$ cat config.mk
export PLATFORM = sky130hd
export DESIGN_NAME = pccm_monitor
export DESIGN_NICKNAME = d
export VERILOG_FILES = /design/src/hdl/pccm_pkg.sv /design/src/hdl/pccm_monitor.sv /design/src/hdl/pccm_sec_tick.sv
export SDC_FILE = /design/constraint.sdc
export NUM_CORES = 1
export LEC_CHECK = 0
export BUFFER_PORTS_ARGS = -buffer_cell sky130_fd_sc_hd__buf_2
export CORE_AREA = 4 4 135 98
export CTS_BUF_LIST = sky130_fd_sc_hd__clkbuf_8
export DETAILED_ROUTE_END_ITERATION = 8
export DIE_AREA = 0 0 139 102
export PLACE_DENSITY = 0.79
export SETUP_SLACK_MARGIN = 0.1
export SLEW_MARGIN = 15
export SYNTH_ARGS = -nofsm -noshare
export SYNTH_HDL_FRONTEND = slang
export SYNTH_HIERARCHICAL = 1
export SYNTH_SLANG_ARGS = --single-unit
$ cat constraint.sdc
create_clock -name core_clk -period 7.1 [get_ports core_clk]
set_clock_uncertainty 0.2 [all_clocks]
set_input_delay 1.42 -clock core_clk [delete_from_list [all_inputs] [get_ports core_clk]]
set_output_delay 1.42 -clock core_clk [all_outputs]
set_load 0.02 [all_outputs]
$ cat src/hdl/pccm_pkg.sv
// Purpose: Shared constants and types for the port current and charge monitor.
// Assumes: 10 MHz core clock; byte-wide register port driven by the serial engine.
// Notes:   Power state codes are supplied by the device state machine outside.
package pccm_pkg;

  // ==========================================================================
  // Register map
  localparam logic [7:0] PCCM_ADDR_CURRENT = 8'h00;
  localparam logic [7:0] PCCM_ADDR_CHG_B3 = 8'h01;
  localparam logic [7:0] PCCM_ADDR_CHG_B2 = 8'h02;
  localparam logic [7:0] PCCM_ADDR_CHG_B1 = 8'h03;
  localparam logic [7:0] PCCM_ADDR_CHG_B0 = 8'h04;
  localparam logic [7:0] PCCM_ADDR_MISC_FAULT = 8'h0F;
  localparam logic [7:0] PCCM_ADDR_EVENT_FLAG = 8'h10;
  localparam logic [7:0] PCCM_ADDR_OVERALL = 8'h11;
  localparam logic [7:0] PCCM_ADDR_PROFILE_A = 8'h12;
  localparam logic [7:0] PCCM_ADDR_PROFILE_B = 8'h13;
  localparam logic [7:0] PCCM_ADDR_PIN_STATE = 8'h14;

  // ==========================================================================
  // Reset values and field layout
  localparam logic [7:0] PCCM_CURRENT_RST = 8'h00;
  localparam logic [7:0] PCCM_UNDEF_RDATA = 8'h00;
  localparam int PCCM_CHG_W = 26;
  localparam logic [25:0] PCCM_CHG_RST = 26'h0000000;
  localparam logic [25:0] PCCM_CHG_MAX = 26'h3FFFFFF;
  localparam int PCCM_CHG_LSB_POS = 6;
  localparam logic [5:0] PCCM_CHG_PAD = 6'h00;
  localparam int PCCM_FULL_SCALE_CODE = 255;

  // ==========================================================================
  // Timing
  localparam int PCCM_CLK_PERIOD_NS = 100;
  localparam int PCCM_UPDATE_PERIOD_MS = 1;
  localparam int PCCM_UPDATE_PERIOD_S = 1;
  localparam int PCCM_UPDATE_CYCLES = PCCM_UPDATE_PERIOD_S * 1000000000 / PCCM_CLK_PERIOD_NS;
  localparam int PCCM_TICK_W = 24;

  // ==========================================================================
  // Types
  typedef enum logic [2:0] {
    PCCM_PWR_SLEEP = 3'h0,
    PCCM_PWR_DETECT = 3'h1,
    PCCM_PWR_ACTIVE = 3'h3,
    PCCM_PWR_ERROR = 3'h2,
    PCCM_PWR_OFF = 3'h6
  } pccm_pwr_e;

  typedef struct packed {
    logic rd;
    logic wr;
    logic [7:0] addr;
    logic [7:0] wdata;
  } pccm_req_s;

  typedef struct packed {
    logic [7:0] misc_fault;
    logic [7:0] event_flag;
    logic [7:0] overall;
    logic [7:0] profile_a;
    logic [7:0] profile_b;
    logic [7:0] pin_state;
  } pccm_stat_s;

endpackage : pccm_pkg

$ cat src/hdl/pccm_monitor.sv
// Purpose: Port current reading, accumulated charge total and status register map.
// Assumes: The serial engine presents one decoded byte access per request cycle.
// Notes:   Read data and all outputs are registered; reads answer one cycle later.
//
// Behaviour
// - Refresh current reading only while Active
// - Reading is unsigned 8-bit, 11.72 mA steps
// - Clear reading entering Sleep or Detect
// - Clear reading whenever power switch off
// - Total clears only on reset, disable or software clear request
// - Keep charge total when leaving Active
// - Resume accumulating on return if enabled
// - Update charge total once per second
// - Compare new total against rationing threshold
// - Total is 26 bits in field 31:6
// - Four bytes, MSB at lowest address
// - Status registers expose fault and attach flags
// - Undefined addresses read zero, ignore writes
// - Power-on reset loads documented defaults
`timescale 1ns/1ps
module pccm_monitor import pccm_pkg::*; #(
  parameter int UPDATE_CYCLES = PCCM_UPDATE_CYCLES
) (
  input wire logic core_clk, // 10 MHz core clock
  input wire logic sys_rst, // Async power-on reset, active high
  input wire logic clk_en, // Freezes all state while low
  input wire pccm_pwr_e pwr_state, // Current device power state
  input wire logic switch_on, // Port power switch is closed
  input wire logic sample_valid, // New port current code present
  input wire logic [7:0] port_current, // Converter code, 11.72 mA per step
  input wire logic rationing_enable, // Charge rationing enabled
  input wire logic rationing_total_clear, // Software request to zero the total
  input wire logic [25:0] rationing_threshold, // Threshold in charge steps
  input wire pccm_stat_s status_in, // Live status bytes from other blocks
  input wire pccm_req_s reg_req, // Register access request
  output logic [7:0] reg_rdata, // Read data, registered
  output logic reg_rvalid, // Read data valid pulse
  output logic [7:0] event_flag_wdata, // Data written to event flag register
  output logic event_flag_wr, // Event flag register write pulse
  output logic overall_rd, // Overall status was read pulse
  output logic [7:0] current_reading, // Port current reading
  output logic [25:0] charge_total_value, // Accumulated charge total
  output logic charge_updated, // Pulse after each total update
  output logic threshold_reached // Total at or above threshold
);

  // ==========================================================================
  // Declarations
  logic [7:0] cur_reg;
  logic [7:0] cur_next;
  pccm_pwr_e pwr_prev_reg;
  pccm_pwr_e pwr_prev_next;
  logic [25:0] chg_reg;
  logic [25:0] chg_next;
  logic upd_reg;
  logic upd_next;
  logic hit_reg;
  logic hit_next;
  logic [25:0] snap_reg;
  logic [25:0] snap_next;
  logic [7:0] rdata_reg;
  logic [7:0] rdata_next;
  logic rvalid_reg;
  logic rvalid_next;
  logic [7:0] evt_wdata_reg;
  logic [7:0] evt_wdata_next;
  logic evt_wr_reg;
  logic evt_wr_next;
  logic ovr_rd_reg;
  logic ovr_rd_next;
  logic is_active;
  logic entering_idle;
  logic sec_tick;
  logic total_clear;
  logic [26:0] chg_sum;
  logic [31:0] snap_field;

  // ==========================================================================
  // Power state decode
  assign is_active = (pwr_state == PCCM_PWR_ACTIVE);
  assign entering_idle = (pwr_state != pwr_prev_reg) &&
                         ((pwr_state == PCCM_PWR_SLEEP) || (pwr_state == PCCM_PWR_DETECT));

  // Runs only in Active so a fresh second starts on each return
  pccm_sec_tick #(
    .TICK_CYCLES(UPDATE_CYCLES)
  ) u_sec_tick (
    .core_clk(core_clk),
    .sys_rst(sys_rst),
    .clk_en(clk_en),
    .run(is_active),
    .tick(sec_tick)
  );

  // ==========================================================================
  // Current reading
  always_comb begin
    cur_next = cur_reg;
    pwr_prev_next = pwr_state;
    if (!switch_on) begin
      cur_next = PCCM_CURRENT_RST;
    end else if (entering_idle) begin
      cur_next = PCCM_CURRENT_RST;
    end else if (is_active && sample_valid) begin
      cur_next = port_current;
    end
  end

  always_ff @(posedge core_clk or posedge sys_rst) begin
    if (sys_rst) begin
      cur_reg <= PCCM_CURRENT_RST;
      pwr_prev_reg <= PCCM_PWR_SLEEP;
    end else if (clk_en) begin
      cur_reg <= cur_next;
      pwr_prev_reg <= pwr_prev_next;
    end
  end

  // ==========================================================================
  // Accumulated charge
  // One code held for one second is 11.72 mA*s, about 0.003256 mAh, which is
  // one charge step; adding the raw code per second keeps the scale without a
  // multiplier, at the cost of a 0.17 % under-read.
  assign total_clear = rationing_total_clear || !rationing_enable;
  assign chg_sum = {1'b0, chg_reg} + {19'h0, cur_reg};

  always_comb begin
    chg_next = chg_reg;
    upd_next = 1'b0;
    hit_next = hit_reg;
    if (total_clear) begin
      chg_next = PCCM_CHG_RST;
      hit_next = 1'b0;
    end else if (sec_tick && is_active) begin
      // Saturate rather than wrap so a long session never reads as small
      chg_next = chg_sum[26] ? PCCM_CHG_MAX : chg_sum[25:0];
      upd_next = 1'b1;
    end
    // Leaving Active takes no branch above, so the total is kept
    if (upd_reg && !total_clear) begin
      hit_next = (chg_reg >= rationing_threshold);
    end
  end

  always_ff @(posedge core_clk or posedge sys_rst) begin
    if (sys_rst) begin
      chg_reg <= PCCM_CHG_RST;
      upd_reg <= 1'b0;
      hit_reg <= 1'b0;
    end else if (clk_en) begin
      chg_reg <= chg_next;
      upd_reg <= upd_next;
      hit_reg <= hit_next;
    end
  end

  // ==========================================================================
  // Register port
  // Reading the high byte freezes the whole total, so a four-byte read in
  // address order never mixes values from both sides of an update.
  assign snap_field = {snap_reg, PCCM_CHG_PAD};

  always_comb begin
    snap_next = snap_reg;
    rdata_next = PCCM_UNDEF_RDATA;
    rvalid_next = 1'b0;
    evt_wdata_next = evt_wdata_reg;
    evt_wr_next = 1'b0;
    ovr_rd_next = 1'b0;
    if (reg_req.rd) begin
      rvalid_next = 1'b1;
      unique case (reg_req.addr)
        PCCM_ADDR_CURRENT: begin
          rdata_next = cur_reg;
        end
        PCCM_ADDR_CHG_B3: begin
          snap_next = chg_reg;
          rdata_next = chg_reg[25:18];
        end
        PCCM_ADDR_CHG_B2: begin
          rdata_next = snap_field[23:16];
        end
        PCCM_ADDR_CHG_B1: begin
          rdata_next = snap_field[15:8];
        end
        PCCM_ADDR_CHG_B0: begin
          rdata_next = snap_field[7:0];
        end
        PCCM_ADDR_MISC_FAULT: begin
          rdata_next = status_in.misc_fault;
        end
        PCCM_ADDR_EVENT_FLAG: begin
          rdata_next = status_in.event_flag;
        end
        PCCM_ADDR_OVERALL: begin
          rdata_next = status_in.overall;
          ovr_rd_next = 1'b1;
        end
        PCCM_ADDR_PROFILE_A: begin
          rdata_next = status_in.profile_a;
        end
        PCCM_ADDR_PROFILE_B: begin
          rdata_next = status_in.profile_b;
        end
        PCCM_ADDR_PIN_STATE: begin
          rdata_next = status_in.pin_state;
        end
        default: begin
          rdata_next = PCCM_UNDEF_RDATA;
        end
      endcase
    end else if (reg_req.wr && (reg_req.addr == PCCM_ADDR_EVENT_FLAG)) begin
      // Only the event flag register is writable here; all else is dropped
      evt_wdata_next = reg_req.wdata;
      evt_wr_next = 1'b1;
    end
  end

  always_ff @(posedge core_clk or posedge sys_rst) begin
    if (sys_rst) begin
      snap_reg <= PCCM_CHG_RST;
      rdata_reg <= PCCM_UNDEF_RDATA;
      rvalid_reg <= 1'b0;
      evt_wdata_reg <= PCCM_UNDEF_RDATA;
      evt_wr_reg <= 1'b0;
      ovr_rd_reg <= 1'b0;
    end else if (clk_en) begin
      snap_reg <= snap_next;
      rdata_reg <= rdata_next;
      rvalid_reg <= rvalid_next;
      evt_wdata_reg <= evt_wdata_next;
      evt_wr_reg <= evt_wr_next;
      ovr_rd_reg <= ovr_rd_next;
    end
  end

  // ==========================================================================
  // Outputs
  assign reg_rdata = rdata_reg;
  assign reg_rvalid = rvalid_reg;
  assign event_flag_wdata = evt_wdata_reg;
  assign event_flag_wr = evt_wr_reg;
  assign overall_rd = ovr_rd_reg;
  assign current_reading = cur_reg;
  assign charge_total_value = chg_reg;
  assign charge_updated = upd_reg;
  assign threshold_reached = hit_reg;

endmodule : pccm_monitor

$ cat src/hdl/pccm_sec_tick.sv
// Purpose: One-pulse-per-period prescaler for the charge update.
// Assumes: run is high only while the device is in the Active state.
// Notes:   The count restarts whenever run drops, so a partial interval is dropped.
`timescale 1ns/1ps
module pccm_sec_tick import pccm_pkg::*; #(
  parameter int TICK_CYCLES = PCCM_UPDATE_CYCLES
) (
  input wire logic core_clk, // Core clock
  input wire logic sys_rst, // Async reset, active high
  input wire logic clk_en, // Freezes all state while low
  input wire logic run, // Count only while high
  output logic tick // One-cycle pulse per period
);

  logic [PCCM_TICK_W-1:0] cnt_reg;
  logic [PCCM_TICK_W-1:0] cnt_next;
  logic tick_reg;
  logic tick_next;

  // ==========================================================================
  // Period counter
  always_comb begin
    cnt_next = cnt_reg;
    tick_next = 1'b0;
    if (!run) begin
      cnt_next = '0;
    end else if (cnt_reg == PCCM_TICK_W'(TICK_CYCLES - 1)) begin
      cnt_next = '0;
      tick_next = 1'b1;
    end else begin
      cnt_next = cnt_reg + PCCM_TICK_W'(1);
    end
  end

  always_ff @(posedge core_clk or posedge sys_rst) begin
    if (sys_rst) begin
      cnt_reg <= '0;
      tick_reg <= 1'b0;
    end else if (clk_en) begin
      cnt_reg <= cnt_next;
      tick_reg <= tick_next;
    end
  end

  assign tick = tick_reg;

endmodule : pccm_sec_tick

==> flow_metrics.env <==
export IMPL_worstHoldPathType="register to register"
export IMPL_cts_buffers=9
export IMPL_syn_to_final_growth_pct=16.4
export IMPL_fin_crit_sh_pct=57.5
export IMPL_min_from="reg_rdata[5]$_DFFE_PP0P_"
export IMPL_wl_per_cell_um=19.5
export IMPL_coreArea_um2=12100
export IMPL_finalSetupViolCount=0
export IMPL_rsz0062_at_grt="false"
export IMPL_ys_ff_latch=101
export IMPL_place_congestion=1.02
export IMPL_ctsHtreeMaxLevel=3
export IMPL_syn_cell_area_um2=6440
export IMPL_ant_nets=0
export IMPL_cp_max_fo=33
export IMPL_placed_cell_area_um2=7310
export IMPL_r2r_start="current_reading[0]$_DFFE_PP0P_"
export IMPL_grt_util_all_layers_pct=27.2
export IMPL_syn_inst=692
export IMPL_grtUsageMet2_pct=42.4
export IMPL_grt_pass1_wl_mm=30.9
export IMPL_grt_max_degree=77
export IMPL_cp_required_ns=7.17
export IMPL_synthFlopType="dfrtp_1"
export IMPL_portBuffers=164
export IMPL_r2r_end="charge_total_value[25]$_DFFE_PP0P_"
export IMPL_dp_hpwl_mm=15.0
export IMPL_antenna_cells=0
export IMPL_hold_viol=0
export IMPL_synth_area_top_cells="dfrtp_1 (39%), ha_1 (6.8%), mux2_2 (5.2%)"
export IMPL_p_leak_nw=3.75
export IMPL_top_usage_layer="met2"
export IMPL_ios=165
export IMPL_layout_drive_gt1_share_pct=27.5
export IMPL_cts_hold_buf=0
export IMPL_clock_path_buffers=2
export IMPL_gr_usage_met3_pct=8.23
export IMPL_hold_ws_ns=0.300
export IMPL_fin_nets=985
export IMPL_routed_wirelength_mm=19.7
export IMPL_synth_edff_count=0
export IMPL_ff2ff_path_depth=7
export IMPL_whs_endpoint="reg_rdata[5]$_DFFE_PP0P_"
export IMPL_cts_sink_count=101
export IMPL_peakVddDrop_v=0.000158
export IMPL_crit_family="simple AND/OR/NAND/NOR gates"
export IMPL_largest_reg_flops=26
export IMPL_cts_resized=0
export IMPL_die_width_um=139
export IMPL_synth_cell_types=74
export IMPL_setup_tns_ns=0
export IMPL_drt_initial_drc_count=484
export IMPL_cp_start_kind="input port"
export IMPL_critPathSlowestCell="nor2_1"
export IMPL_cts_root_buf="clkbuf_8"
export IMPL_cellPowerDensity_nw_per_um2=148
export IMPL_std_cell_rows=34
export IMPL_synth_top_area_share_pct=39.2
export IMPL_syn_area_per_cell_um2=9.31
export IMPL_critPathBufInv=1
export IMPL_yosysWarnings=6
export IMPL_crit_arrival_ns=4.16
export IMPL_antenna_found_initial=0
export IMPL_max_slew_margin_rel_pct=26.2
export IMPL_rrSetupSlack_ns=3.73
export IMPL_die_h_um=102
export IMPL_final_design_area_no_fill_um2=7500
export IMPL_async_flop_share_pct=100
export IMPL_tightest_slew_ns=1.10
export IMPL_period_minus_slack_ns=4.08
export IMPL_status="finished clean"
export IMPL_start_util_pct=53.3
export IMPL_critPathKind="input port to register"
export IMPL_ys_seq_area_share_pct=39.2
export IMPL_min_delay_path_depth=1
export IMPL_startpoint="clk_en"
export IMPL_worstSkewPairLatency_ns=0.39
export IMPL_path_cells="buf_2, nand3_1, nor2_1, nand4_1, o311ai_0"
export IMPL_remaining_drc_errors=0
export IMPL_tritoncts="done"
export IMPL_worst_path_largest_cell_delay_ns=0.88
export IMPL_synth_nets=838
export IMPL_fmax_ghz=0.245
export IMPL_clkTransAtPathRegs_ns=0.11
export IMPL_grt_pass1_vias=5995
export IMPL_finalMaxSlewViolations=0
export IMPL_post_cts_buffers=0
export IMPL_die_area_um2=14200
export IMPL_overflow=0
export IMPL_yosysTopAreaCell="dfrtp_1"
export IMPL_drv_cap=0
export IMPL_cp_end_kind="register"
export IMPL_dr_pass1_iters=5
export IMPL_gr_usage_met1_pct=38.1
export IMPL_viasPerCell=6.16
export IMPL_vias=6194
## report_power, final
| group | switching (mW) | internal, mW |
|---|---|---|
| clock network | 0.234 | 0.137 |
| registers | 0.0150 | 0.583 |
| logic | 0.0858 | 0.0540 |
| total | 0.334 | 0.774 |
## cell usage after synthesis, types with 4 or more instances
library cell    n
a211oi_1        4
a21o_1          9
a21oi_1        39
a22o_1          5
a22oi_1        13
a31oi_1         4
a32oi_1         4
and2_1          5
and3_1         10
and4_1          4
buf_2           9
buf_6           5
clkbuf_1       13
dfrtp_1       101
ha_1           35
inv_1          40
mux2_2         30
mux2i_1         8
nand2_1        71
nand3_1        28
nand3b_1        4
nand4_1        18
nor2_1         43
nor3_1         10
nor3b_1         5
nor4_1          7
o211ai_1        4
o21ai_0        57
o2bb2ai_1       6
o311ai_0       11
xnor2_1         4
xor2_1         15
## worst register-to-register path, cell delays in order, from the launching register on
cell and delay [ns]:
dfrtp_1 0.52, ha_1 0.25, fa_1 0.23, a211oi_1 0.09, o21a_1 0.26, a211oi_2 0.70, nand4_1 0.66, o311ai_0 0.34
## layout by cell type, fill, tap and decap left out, types with 5 or more instances in the layout
master | netlist | routed
buf_2 | 9 | 164
dfrtp_1 | 101 | 101
nand2_1 | 71 | 71
o21ai_0 | 57 | 57
nor2_1 | 43 | 43
inv_1 | 40 | 39
a21oi_1 | 39 | 39
ha_1 | 35 | 35
mux2_2 | 30 | 30
nand3_1 | 28 | 28
nand4_1 | 18 | 18
xor2_1 | 15 | 15
a22oi_1 | 13 | 13
o311ai_0 | 11 | 11
nor3_1 | 10 | 10
and3_1 | 10 | 10
a21o_1 | 9 | 9
clkbuf_8 | 0 | 9
mux2i_1 | 8 | 8
nor4_1 | 7 | 7
o2bb2ai_1 | 6 | 6
a22o_1 | 5 | 5
nor3b_1 | 5 | 5
and2_1 | 5 | 5
## area by class of cell
| cell class | instances | area, um2 |
|---|---|---|
| clock buffer | 9 | 124 |
| timing repair buffer | 166 | 836 |
| sequential | 101 | 2530 |
| clock inverter | 7 | 66.3 |
| inverter | 40 | 150 |
| multi-input combinational | 521 | 3600 |
| fill | 1023 | 4580 |
| tap | 162 | 203 |
## per-stage QoR
stage / util [%] / cells / total power, mW / setup WS [ns]
after floorplan: - / 692 / 0.684 / 3.54
after global placement: 60.5 / 990 / 0.742 / 2.87
after detailed placement: 60.5 / 990 / 0.748 / 2.71
after CTS: 62.1 / 1006 / 1.11 / 3.12
after global routing: 62.1 / 1006 / 1.16 / 2.75
final: 62.1 / 1006 / 1.11 / 3.02
## worst max-delay path by stage
stage	endpoint	slack, ns	cells past startpoint
after CTS	charge_total_value[25]$_DFFE_PP0P_	3.12	5
final	charge_total_value[25]$_DFFE_PP0P_	3.02	5
after floorplan	charge_total_value[0]$_DFFE_PP0P_	3.54	1
after global routing	charge_total_value[25]$_DFFE_PP0P_	2.75	5
after global placement	charge_total_value[25]$_DFFE_PP0P_	2.87	6
after detailed placement	charge_total_value[21]$_DFFE_PP0P_	2.71	5
## cell families after synthesis
kind of cell               Yosys count  synth area share [%]
xor gates and xnor gates            19                  2.58
buffers and inverters               70                  4.97
DFF                                101                  39.2
adders and majority gates           36                  7.11
AOI/OAI and AO/OA                  190                  19.6
and+or+nand+nor                    235                  19.2
muxes                               41                  7.36
## metal layers
layer  up-vias  part of all wire (%)
met2       304                    44
met4         0                   1.4
met1      3001                    44
met3        27                    10
met5         -                     0
li1       2862                     -
Power figures use the tool's default switching activity.
